[config.mk]
export PLATFORM = sky130hd
export DESIGN_NAME = can_object_status_flags
export DESIGN_NICKNAME = d
export VERILOG_FILES = /design/src/verilog/obj_status_pkg.sv /design/src/verilog/obj_pick_if.sv /design/src/verilog/obj_lowest_pick.sv /design/src/verilog/can_object_status_flags.sv
export SDC_FILE = /design/constraint.sdc
export NUM_CORES = 1
export LEC_CHECK = 0
export BUFFER_PORTS_ARGS = -buffer_cell sky130_fd_sc_hd__buf_4
export CORE_ASPECT_RATIO = 0.7
export CORE_MARGIN = 8
export CORE_UTILIZATION = 42
export DETAILED_ROUTE_END_ITERATION = 10
export PLACE_DENSITY = 0.58
export SYNTH_ARGS = -nofsm -noshare
export SYNTH_HDL_FRONTEND = slang
export SYNTH_HIERARCHICAL = 1
export SYNTH_SLANG_ARGS = --single-unit
[constraint.sdc]
create_clock -name i_sys_clk -period 2.5 [get_ports i_sys_clk]
set_input_delay 0.5 -clock i_sys_clk [delete_from_list [all_inputs] [get_ports i_sys_clk]]
set_output_delay 0.5 -clock i_sys_clk [all_outputs]
set_load 0.02 [all_outputs]
[src/verilog/obj_status_pkg.sv]
// Package with register map, flag positions and sizes for the object status block
package obj_status_pkg;
    localparam int          NUM_OBJ          = 15;
    localparam int          OBJ_W            = 4;
    localparam logic [7:0]  ADDR_PAGE        = 8'hb1;
    localparam logic [7:0]  ADDR_STATUS      = 8'hb2;
    localparam logic [7:0]  ADDR_CONTROL     = 8'hb3;
    localparam int          PAGE_OBJ_LSB     = 4;
    localparam int          BIT_LEN_WARN     = 7;
    localparam int          BIT_TX_DONE      = 6;
    localparam int          BIT_RX_DONE      = 5;
    localparam int          BIT_BIT_ERR      = 4;
    localparam int          BIT_STUFF_ERR    = 3;
    localparam int          BIT_CRC_ERR      = 2;
    localparam int          BIT_FORM_ERR     = 1;
    localparam int          BIT_ACK_ERR      = 0;
    localparam logic [3:0]  DLC_MAX          = 4'h8;
    localparam logic [2:0]  STUFF_RUN        = 3'h5;
    localparam logic [7:0]  STATUS_RESET     = 8'h00;
    localparam logic [7:0]  CONTROL_RESET    = 8'h00;
    localparam int          DLC_LSB          = 0;
    localparam int          DLC_W            = 4;
    localparam logic [14:0] MASK_NONE        = 15'h0000;
    localparam logic [3:0]  OBJ_NONE         = 4'hf;
endpackage

[src/verilog/obj_pick_if.sv]
// Interface carrying one lowest-index pick request and its answer
`timescale 1ns/100ps
interface obj_pick_if;
    import obj_status_pkg::*;
    logic [NUM_OBJ-1:0] req;
    logic               any;
    logic [OBJ_W-1:0]   idx;
    modport master (output req, input any, input idx);
    modport slave  (input req, output any, output idx);
endinterface

[src/verilog/obj_lowest_pick.sv]
// Lowest-index selector among message objects
`timescale 1ns/100ps
module obj_lowest_pick
    import obj_status_pkg::*;
(
    obj_pick_if.slave pick
);
    function automatic logic [OBJ_W-1:0] lowest(input logic [NUM_OBJ-1:0] v);
        logic [OBJ_W-1:0] r;
        r = OBJ_NONE;
        for (int i = NUM_OBJ - 1; i >= 0; i--) begin
            if (v[i]) begin
                r = OBJ_W'(i);
            end
        end
        return r;
    endfunction

    assign pick.any = (pick.req != MASK_NONE);
    assign pick.idx = lowest(pick.req);
endmodule

[src/verilog/can_object_status_flags.sv]
// Per-object status flags, stored length codes and transmit/receive object priority
`timescale 1ns/100ps
// Notes on behaviour
// - A received length code differing from the object's expected one sets bit 7.
// - Every received data or remote frame overwrites the object's stored length code.
// - Completion of an object's transmission sets bit 6.
// - With several objects enabled to send, the lowest index among 0 to 13 goes first.
// - Completion of an object's reception sets bit 5.
// - With several objects matching a frame, the lowest index among 0 to 13 is the only one updated.
// - While transmitting, a monitored level differing from the driven level sets bit 4.
// - Dominant read while sending recessive in arbitration, ack slot or error frame is no error.
// - A received CRC mismatching the computed one over destuffed bits sets bit 2.
// - An illegal bit in CRC delimiter, ack delimiter or end of frame sets bit 1.
// - Transmit-done, receive-done and each error flag may act as an interrupt source.
// - The status register shows the object chosen by the page object field, 0 to 14.
// - The expected length code 0 to 8 sits in the object's control register.
module can_object_status_flags
    import obj_status_pkg::*;
(
    input  wire logic               i_sys_clk,
    input  wire logic               i_rst_n,
    input  wire logic [7:0]         i_sfr_addr,
    input  wire logic [7:0]         i_sfr_wdata,
    input  wire logic               i_sfr_wr,
    output      logic [7:0]         o_sfr_rdata,
    input  wire logic [NUM_OBJ-1:0] i_tx_enabled,
    output      logic               o_tx_valid,
    output      logic [OBJ_W-1:0]   o_tx_obj,
    input  wire logic               i_tx_done,
    input  wire logic [NUM_OBJ-1:0] i_rx_match,
    input  wire logic               i_rx_done,
    input  wire logic [3:0]         i_rx_dlc,
    output      logic [OBJ_W-1:0]   o_rx_obj,
    input  wire logic               i_bit_tick,
    input  wire logic               i_transmitting,
    input  wire logic               i_sent_bit,
    input  wire logic               i_monitor_bit,
    input  wire logic               i_in_arbitration,
    input  wire logic               i_in_ack_slot,
    input  wire logic               i_in_error_frame,
    input  wire logic               i_stuffed_field,
    input  wire logic               i_crc_check,
    input  wire logic [14:0]        i_crc_calc,
    input  wire logic [14:0]        i_crc_recv,
    input  wire logic               i_fixed_field,
    output      logic [NUM_OBJ-1:0] o_irq_source
);
    logic [7:0]         page;
    logic [7:0]         status    [NUM_OBJ];
    logic [7:0]         control   [NUM_OBJ];
    logic [7:0]         set_bits  [NUM_OBJ];
    logic [OBJ_W-1:0]   sel_obj;
    logic [OBJ_W-1:0]   act_obj;
    logic               act_tx;
    logic [2:0]         same_cnt;
    logic               last_bit;
    logic               mon_s1;
    logic               mon_s2;
    logic [7:0]         next_err;
    logic [OBJ_W-1:0]   tx_idx;
    logic [OBJ_W-1:0]   rx_idx;
    logic               tx_any;
    logic               rx_any;

    obj_pick_if tx_pick ();
    obj_pick_if rx_pick ();

    // Object 14 never competes: priority applies to 0..13 only
    assign tx_pick.req = {1'b0, i_tx_enabled[NUM_OBJ-2:0]};
    assign rx_pick.req = {1'b0, i_rx_match[NUM_OBJ-2:0]};
    assign tx_any      = tx_pick.any;
    assign tx_idx      = tx_pick.idx;
    assign rx_any      = rx_pick.any;
    assign rx_idx      = rx_pick.idx;

    obj_lowest_pick u_tx_pick (.pick(tx_pick));
    obj_lowest_pick u_rx_pick (.pick(rx_pick));

    assign o_tx_valid = tx_any;
    assign o_tx_obj   = tx_idx;
    assign o_rx_obj   = rx_idx;
    assign sel_obj    = page[PAGE_OBJ_LSB +: OBJ_W];

    // Bus monitor is a pin, so it is synchronised before use
    always_ff @(posedge i_sys_clk or negedge i_rst_n) begin
        if (!i_rst_n) begin
            // Idle bus is recessive; avoids a false level change after reset
            mon_s1 <= 1'b1;
            mon_s2 <= 1'b1;
        end else begin
            mon_s1 <= i_monitor_bit;
            mon_s2 <= mon_s1;
        end
    end

    always_ff @(posedge i_sys_clk or negedge i_rst_n) begin
        if (!i_rst_n) begin
            page <= 8'h00;
        end else if (i_sfr_wr && i_sfr_addr == ADDR_PAGE) begin
            page <= i_sfr_wdata;
        end
    end

    // Object the current frame belongs to; errors are charged to it
    always_ff @(posedge i_sys_clk or negedge i_rst_n) begin
        if (!i_rst_n) begin
            act_obj <= 4'h0;
            act_tx  <= 1'b0;
        end else if (i_transmitting && tx_any) begin
            act_obj <= tx_idx;
            act_tx  <= 1'b1;
        end else if (rx_any) begin
            act_obj <= rx_idx;
            act_tx  <= 1'b0;
        end
    end

    // Run of equal received bits inside stuffed fields
    always_ff @(posedge i_sys_clk or negedge i_rst_n) begin
        if (!i_rst_n) begin
            same_cnt <= 3'h0;
            last_bit <= 1'b1;
        end else if (i_bit_tick) begin
            last_bit <= mon_s2;
            if (!i_stuffed_field || mon_s2 != last_bit) begin
                same_cnt <= 3'h1;
            end else if (same_cnt != 3'h7) begin
                same_cnt <= same_cnt + 3'h1;
            end
        end
    end

    always_comb begin
        next_err = 8'h00;
        if (i_bit_tick) begin
            if (i_transmitting && mon_s2 != i_sent_bit &&
                !((i_in_arbitration || i_in_ack_slot || i_in_error_frame) &&
                  !mon_s2 && i_sent_bit)) begin
                next_err[BIT_BIT_ERR] = 1'b1;
            end
            if (i_stuffed_field && mon_s2 == last_bit && same_cnt >= STUFF_RUN) begin
                next_err[BIT_STUFF_ERR] = 1'b1;
            end
            if (i_crc_check && i_crc_calc != i_crc_recv) begin
                next_err[BIT_CRC_ERR] = 1'b1;
            end
            // Fixed-form fields are all recessive
            if (i_fixed_field && !mon_s2) begin
                next_err[BIT_FORM_ERR] = 1'b1;
            end
            if (i_transmitting && i_in_ack_slot && mon_s2) begin
                next_err[BIT_ACK_ERR] = 1'b1;
            end
        end
    end

    // Hardware events per object this cycle
    always_comb begin
        for (int i = 0; i < NUM_OBJ; i++) begin
            set_bits[i] = 8'h00;
            if (act_obj == OBJ_W'(i)) begin
                set_bits[i] = next_err;
            end
            if (i_tx_done && act_tx && act_obj == OBJ_W'(i)) begin
                set_bits[i][BIT_TX_DONE] = 1'b1;
            end
            if (i_rx_done && rx_any && rx_idx == OBJ_W'(i)) begin
                set_bits[i][BIT_RX_DONE] = 1'b1;
                if (i_rx_dlc != control[i][DLC_LSB +: DLC_W]) begin
                    set_bits[i][BIT_LEN_WARN] = 1'b1;
                end
            end
        end
    end

    // Per-object status: hardware set wins over software write
    always_ff @(posedge i_sys_clk or negedge i_rst_n) begin
        if (!i_rst_n) begin
            for (int i = 0; i < NUM_OBJ; i++) begin
                status[i] <= STATUS_RESET;
            end
        end else begin
            for (int i = 0; i < NUM_OBJ; i++) begin
                if (i_sfr_wr && i_sfr_addr == ADDR_STATUS && sel_obj == OBJ_W'(i)) begin
                    status[i] <= i_sfr_wdata | set_bits[i];
                end else begin
                    status[i] <= status[i] | set_bits[i];
                end
            end
        end
    end

    // Control holds the expected length; reception overwrites it
    always_ff @(posedge i_sys_clk or negedge i_rst_n) begin
        if (!i_rst_n) begin
            for (int i = 0; i < NUM_OBJ; i++) begin
                control[i] <= CONTROL_RESET;
            end
        end else begin
            for (int i = 0; i < NUM_OBJ; i++) begin
                if (i_rx_done && rx_any && rx_idx == OBJ_W'(i)) begin
                    control[i][DLC_LSB +: DLC_W] <= i_rx_dlc;
                end else if (i_sfr_wr && i_sfr_addr == ADDR_CONTROL
                             && sel_obj == OBJ_W'(i)) begin
                    control[i] <= i_sfr_wdata;
                end
            end
        end
    end

    // Object number 15 is invalid and reads zero
    always_ff @(posedge i_sys_clk or negedge i_rst_n) begin
        if (!i_rst_n) begin
            o_sfr_rdata <= 8'h00;
        end else if (i_sfr_addr == ADDR_PAGE) begin
            o_sfr_rdata <= page;
        end else if (sel_obj == OBJ_NONE) begin
            o_sfr_rdata <= 8'h00;
        end else if (i_sfr_addr == ADDR_STATUS) begin
            o_sfr_rdata <= status[sel_obj];
        end else if (i_sfr_addr == ADDR_CONTROL) begin
            o_sfr_rdata <= control[sel_obj];
        end else begin
            o_sfr_rdata <= 8'h00;
        end
    end

    always_ff @(posedge i_sys_clk or negedge i_rst_n) begin
        if (!i_rst_n) begin
            o_irq_source <= MASK_NONE;
        end else begin
            for (int i = 0; i < NUM_OBJ; i++) begin
                o_irq_source[i] <= |status[i][BIT_TX_DONE:BIT_ACK_ERR];
            end
        end
    end
endmodule

## After elaboration in Yosys (flattened, before gate mapping)

Index checks and enable logic that the tools add are counted.

| cells by class | value |
|---|---|
| add/sub/neg operators | 1 |
| order comparisons | 2 |
| equality and inequality tests | 66 |
| mux-type cells | 170 |
| bitwise operators | 46 |
| reductions and logical operators | 135 |

Operator list:

| operator | number |
|---|---|
| OR 8 bit | 30 |
| 2-to-1 mux 4 bit | 48 |
| 2-to-1 mux 8 bit | 23 |
| OR reduction 7 bit | 15 |
| equality test 4 bit, second input constant | 22 |
| 2-to-1 mux 5 bit | 16 |
| logical AND 1 bit | 76 |
| 2-to-1 mux 1 bit | 67 |
| binary-select mux 8 bit (select 4 bit) | 2 |
| != test 4 bit | 15 |
| equality test 4 x 3 -> 1 bit, second input constant | 12 |
| nonzero test 2 bit | 17 |
| AND reduction 2 bit | 16 |
| 2-to-1 mux 3 bit | 10 |
| nonzero test 15 bit | 2 |
| equality test 4 x 2 -> 1 bit, second input constant | 6 |
| equality test 8 bit, second input constant | 3 |
| != test 15 bit | 1 |
| NOT 1 bit | 15 |
| equality test 4 x 1 -> 1 bit, second input constant | 3 |
| zero test 4 bit | 3 |
| 2-to-1 mux 2 bit | 4 |
| >= comparator 5 bit, second input constant | 1 |
| NOT 4 -> 5 bit | 1 |
| other kinds (7) | 12 |

| word-level totals | value |
|---|---|
| flip-flop bits (word level) | 282 |
| input port bits | 95 |

## Depth between registers and ports, before layout

| logic depth | value |
|---|---|
| depth after elaboration | 19 |
| gate-level depth with buffers | 11 |
| gate-level depth less buffers | 8 |

## By module

Netlist, hierarchy kept.

Modules (own cells, without submodules):

| module | times used | cells each | area an instance (µm²) |
|---|---|---|---|
| can_object_status_flags | 1 | 1353 | 15300.9 |
| obj_lowest_pick | 2 | 26 | 167.7 |

## Worst setup path after synthesis

Ideal clock, no wire load.

| timing path | value |
|---|---|
| kind | input to register |
| start | input port i_rx_match[8] |
| end | register control[28] (netlist bit) |
| library setup time | 0.125 ns |
| arrival | 3.094 ns |
| path slack | -0.719 ns |
| stages on the path | 7 |
| path through | nor2_1 > o311ai_1 > a311oi_1 > nand2_1 > nor2_1 > nor2_2 > mux2_2 |

| on the way | value |
|---|---|
| cells in the longest elaborated chain, start to end | 13 |
| elaborated cells between the ends (all ways) | 15 |
| those cells by class | eq/ne: 1; mux: 9; bitwise: 1; reduce/logical: 4 |

Ends and longest elaborated chain:

| element | RTL line | RTL |
|---|---|---|
| from (decl) | can_object_status_flags.sv:30 | `input wire logic [NUM_OBJ-1:0] i_rx_match,` |
| 2-to-1 mux 3 bit | obj_lowest_pick.sv:12 | `if (v[i]) begin` |
| 2-to-1 mux 4 bit (8 in a row) | obj_lowest_pick.sv:12 |  |
| net o_rx_obj[1] | can_object_status_flags.sv:33 | `output logic [OBJ_W-1:0] o_rx_obj,` |
| equality test 4 bit | can_object_status_flags.sv:201 | `if (i_rx_done && rx_any && rx_idx == OBJ_W'(i)) begin` |
| logical AND 1 bit | can_object_status_flags.sv:201 |  |
| NOT 1 bit (no line) | -- |  |
| AND reduction 2 bit (no line) | -- |  |
| to (signal, indexed assignment) | can_object_status_flags.sv:202 | `control[i][DLC_LSB +: DLC_W] <= i_rx_dlc;` |
| to (signal, indexed assignment) | can_object_status_flags.sv:205 | `control[i] <= i_sfr_wdata;` |
| to (decl) | can_object_status_flags.sv:50 | `logic [7:0] control [NUM_OBJ];` |

The timed path passes the listed nets, and every way through them passes these cells.
A chain may end at the register's enable or synchronous reset.

## Worst setup path in the final report

| timing path | value |
|---|---|
| start | register page[5] |
| end | register status[107] (netlist bit) |

| on the way | value |
|---|---|
| cells in the longest elaborated chain, start to end | 3 |

Ends and longest elaborated chain:

| element | RTL line | RTL |
|---|---|---|
| from (decl) | can_object_status_flags.sv:48 | `logic [7:0] page;` |
| from (signal assigned) | can_object_status_flags.sv:100 | `page <= i_sfr_wdata;` |
| equality test 4 x 1 -> 1 bit | can_object_status_flags.sv:184 | `if (i_sfr_wr && i_sfr_addr == ADDR_STATUS && sel_obj == OBJ_W'(i)) begin` |
| logical AND 1 bit | can_object_status_flags.sv:184 |  |
| 2-to-1 mux 8 bit | can_object_status_flags.sv:184 |  |
| to (signal, indexed assignment) | can_object_status_flags.sv:185 | `status[i] <= i_sfr_wdata \| set_bits[i];` |
| to (signal, indexed assignment) | can_object_status_flags.sv:187 | `status[i] <= status[i] \| set_bits[i];` |
| to (decl) | can_object_status_flags.sv:49 | `logic [7:0] status [NUM_OBJ];` |

No other way between the ends.

==> summary.md <==
| Metric | Value |
|---|---|
| Met2 WL post-DR | `20,830 um` |
| Vias/cell | `5.830` |
| Total I/O pin count | `127` |
| Remaining antenna violation count after routing | `0` |
| Min Clock Period, post-route | `2400 ps` |
| Syn Inst Count | `1,405` |
| Post-detail-place hpwl | `37,020 um` |
| Final Total Pwr | `11.47 mW` |
| Synth cell types | `79` |
| N_diodes | `0` |
| Critical path type | `reg -> reg` |
| #FFs+latches synth | `282` |
| Storage element area | `0.007067 mm2` |
| Top routing layer in use | `met5` |
| Pin count of the biggest net entering global routing | `70` |
| Num rows | `59` |
| Max Slew Vio Count | `0` |
| Clk slew on worst S/H paths | `70 ps` |
| Initial drt markers | `999` |
| Drt first pass iters | `5` |
| Area Growth Syn to Fin | `21.55%` |
| Wire length on met3 | `5164 um` |
| Slew margin rel. | `31.05%` |
| Pwr/cell area | `603.3 mW/mm2` |
| Leakage power | `9.081 nW` |
| Syn Std Cell Area | `0.01564 mm2` |
| CTS tree | `yes` |
| Status | `complete, no violations` |
| Top post-synthesis cells by area | `dfrtp_1 45%, mux2i_1 14%, o21ai_0 5.8%` |
| Multi-input logic area | `0.008229 mm2` |
| Worst-Margin Slew | `1021 ps` |
| DR vias | `12,336` |
| VDD IR-drop max | `0.5493 mV` |
| CTS Buf Count | `30` |
| Ys async rst share | `100.0%` |
| Synthesized area per cell | `11.13 um2` |
| Clk buf depth | `3` |
| Final Cycle Share | `95.99%` |
| Sequential area share after synthesis | `45.15%` |
| Max Cap Viol | `0` |
| Final nets | `1,702` |
| Total track usage | `23.36%` |
| Pre-CTS setup slack | `-326.6 ps` |
| Ys flop type | `dfrtp_1` |
| Worst hold path type | `in -> reg` |
| Post-synth top area cell | `dfrtp_1` |
| Number of synthesized flops with an enable pin | `0` |
| Chip width | `246.6 um` |
| Root Buffer | `clkbuf_16` |
| DR WL/cell | `24.24 um` |
| Worst Path Arrival | `2840 ps` |
| Initial antenna violation count | `2` |
| Crit-path max FO | `8` |
| Final wirelength | `51,290 um` |
| Fin. Hold Viols | `0` |
| I/O Buffers | `124` |
| Fill cell count | `3,327` |
| CP Launch Type | `flip-flop` |
| First-pass GRT wire length | `78,890 um` |
| YS warnings | `6` |
| WP data required | `2940 ps` |
| Max Fclk | `416.7 MHz` |
| Vert. Die Dim | `177.4 um` |
| Crit path capture type | `flip-flop` |
| Final setup fails | `0` |
| Met1 WL | `24,310 um` |
| Share of the synthesized area in the top cell type | `44.65%` |
| GP Congestion | `0.8866` |
| Post-CTS sizing | `0` |
| Number of global-route vias before repair | `12,476` |
| Post-route DRC violation count | `0` |
| CTS H-tree lvls | `1` |
| Layout cells sized above 1 | `29.67%` |
| Core Box Area | `0.03691 mm2` |
| Initial Util | `42.36%` |
| Congestion Overflow GR | `0` |
| Worst Skew | `28.99 ps` |
| TritonCTS Sinks | `282` |
| RSZ-0062 raised after global routing | `false` |
| Clock Latency Late Sink | `590 ps` |
| Setup ws final | `100.4 ps` |
| Die Area | `0.04376 mm2` |
-- per-layer routing --
layer / track usage (%) / up-vias
met5: 0 / -
met4: 4.701 / 2
met3: 6.992 / 67
met2: 32.80 / 473
met1: 35.10 / 6263
li1: - / 5531
-- per-stage QoR --
step,utilization (%),hold slack [ps],instances,TNS [ps],cell area (um2)
after detailed placement,48.76,347.8,2059,-20070,18000
after global routing,51.49,24.03,2116,0,19010
after floorplan,-,204.4,1408,-3525,15770
after global placement,48.76,346.3,2059,-16740,18000
after CTS,51.49,18.63,2116,0,19010
final,51.49,38.84,2116,0,19010
-- critical path, cell delays in order, from the launching register on --
cell and delay (ps):
dfrtp_4 590, buf_4 220, nor2b_1 270, and4_1 280
buf_4 160, nand2_1 310, mux2i_1 280, o21ai_0 140
-- registers in the layout, indices dropped and copies added (netlist names) --
signal        cells
act_obj           4
act_tx            1
control         120
last_bit          1
mon_s1            1
mon_s2            1
o_irq_source     15
o_sfr_rdata       8
page              8
same_cnt          3
status          120
-- final cells by class --
type	count	area share (%)
Clock buffer	41	4.542
Multi-Input combinational cell	1029	43.30
Clock inverter	15	0.7044
Inverter	8	0.1580
Sequential cell	282	37.18
Tap cell	488	3.213
Timing Repair Buffer	253	10.90
-- synth_stat cells, types with 8 or more instances --
cell type,count
xor2_1,64
xnor2_1,12
dfrtp_1,279
nor4_1,18
nand2b_1,9
buf_2,20
o21ai_0,182
inv_1,8
nor2b_1,15
a221oi_1,9
nor2_1,34
clkbuf_1,51
nor3_1,19
a21oi_1,26
mux4_2,38
nor2_4,9
nor2_2,13
nand2_2,12
mux2i_1,216
o41ai_1,15
nand3_1,11
mux2_2,68
a22oi_1,9
and3_1,8
nand2_1,138
-- worst paths after layout --
| path | startpoint | to | slack, ps | cells past startpoint |
|---|---|---|---|---|
| max | page[5]$_DFFE_PN0P_ | status[107]$_DFF_PN0_ | 100 | 7 |
| min | i_monitor_bit | mon_s1$_DFF_PN1_ | 40 | 1 |
| max reg2reg | page[5]$_DFFE_PN0P_ | status[107]$_DFF_PN0_ | 100 | 7 |
| min reg2reg | mon_s1$_DFF_PN1_ | mon_s2$_DFF_PN1_ | 360 | 0 |
| max in group asynchronous | i_rst_n | control[89]$_DFFE_PN0P_ | 1170 | 3 |
| min in group asynchronous | i_rst_n | o_irq_source[12]$_DFF_PN0_ | 470 | 2 |
-- cell usage in the layout (no fill, tap or decap), types with 16 or more instances in the layout --
cell type	n
nor3_1	19
xor2_1	64
mux2i_1	216
dfrtp_1	276
nor2_2	16
clkbuf_16	31
mux2_2	59
mux4_2	38
o21ai_0	182
buf_4	238
a21oi_1	25
nor2_1	29
nand2_1	138
nor4_1	18
-- logic make-up after synthesis --
group / after synthesis / synth area share, %
buf+inv: 97 / 2.945
mux: 324 / 24.34
xor+xnor: 76 / 4.257
simple gates: 342 / 12.38
fa+ha+maj: 3 / 0.2401
other cells: 1 / 0.02398
compound gates: 280 / 10.66
flops: 282 / 45.15
-- timing repair --
item	CTS	global route
hold buffers	1	0
buffers inserted	0	0
hold endpoints to repair	58	0
-- power breakdown --
| part | leakage, nW | internal (mW) | switching (mW) |
|---|---|---|---|
| Clock | 0.496 | 2.62 | 1.96 |
| Sequential | 3.67 | 4.89 | 0.327 |
| Combinational | 4.91 | 0.733 | 0.938 |
| Total | 9.08 | 8.24 | 3.22 |
Power figures use the tool's default switching activity.
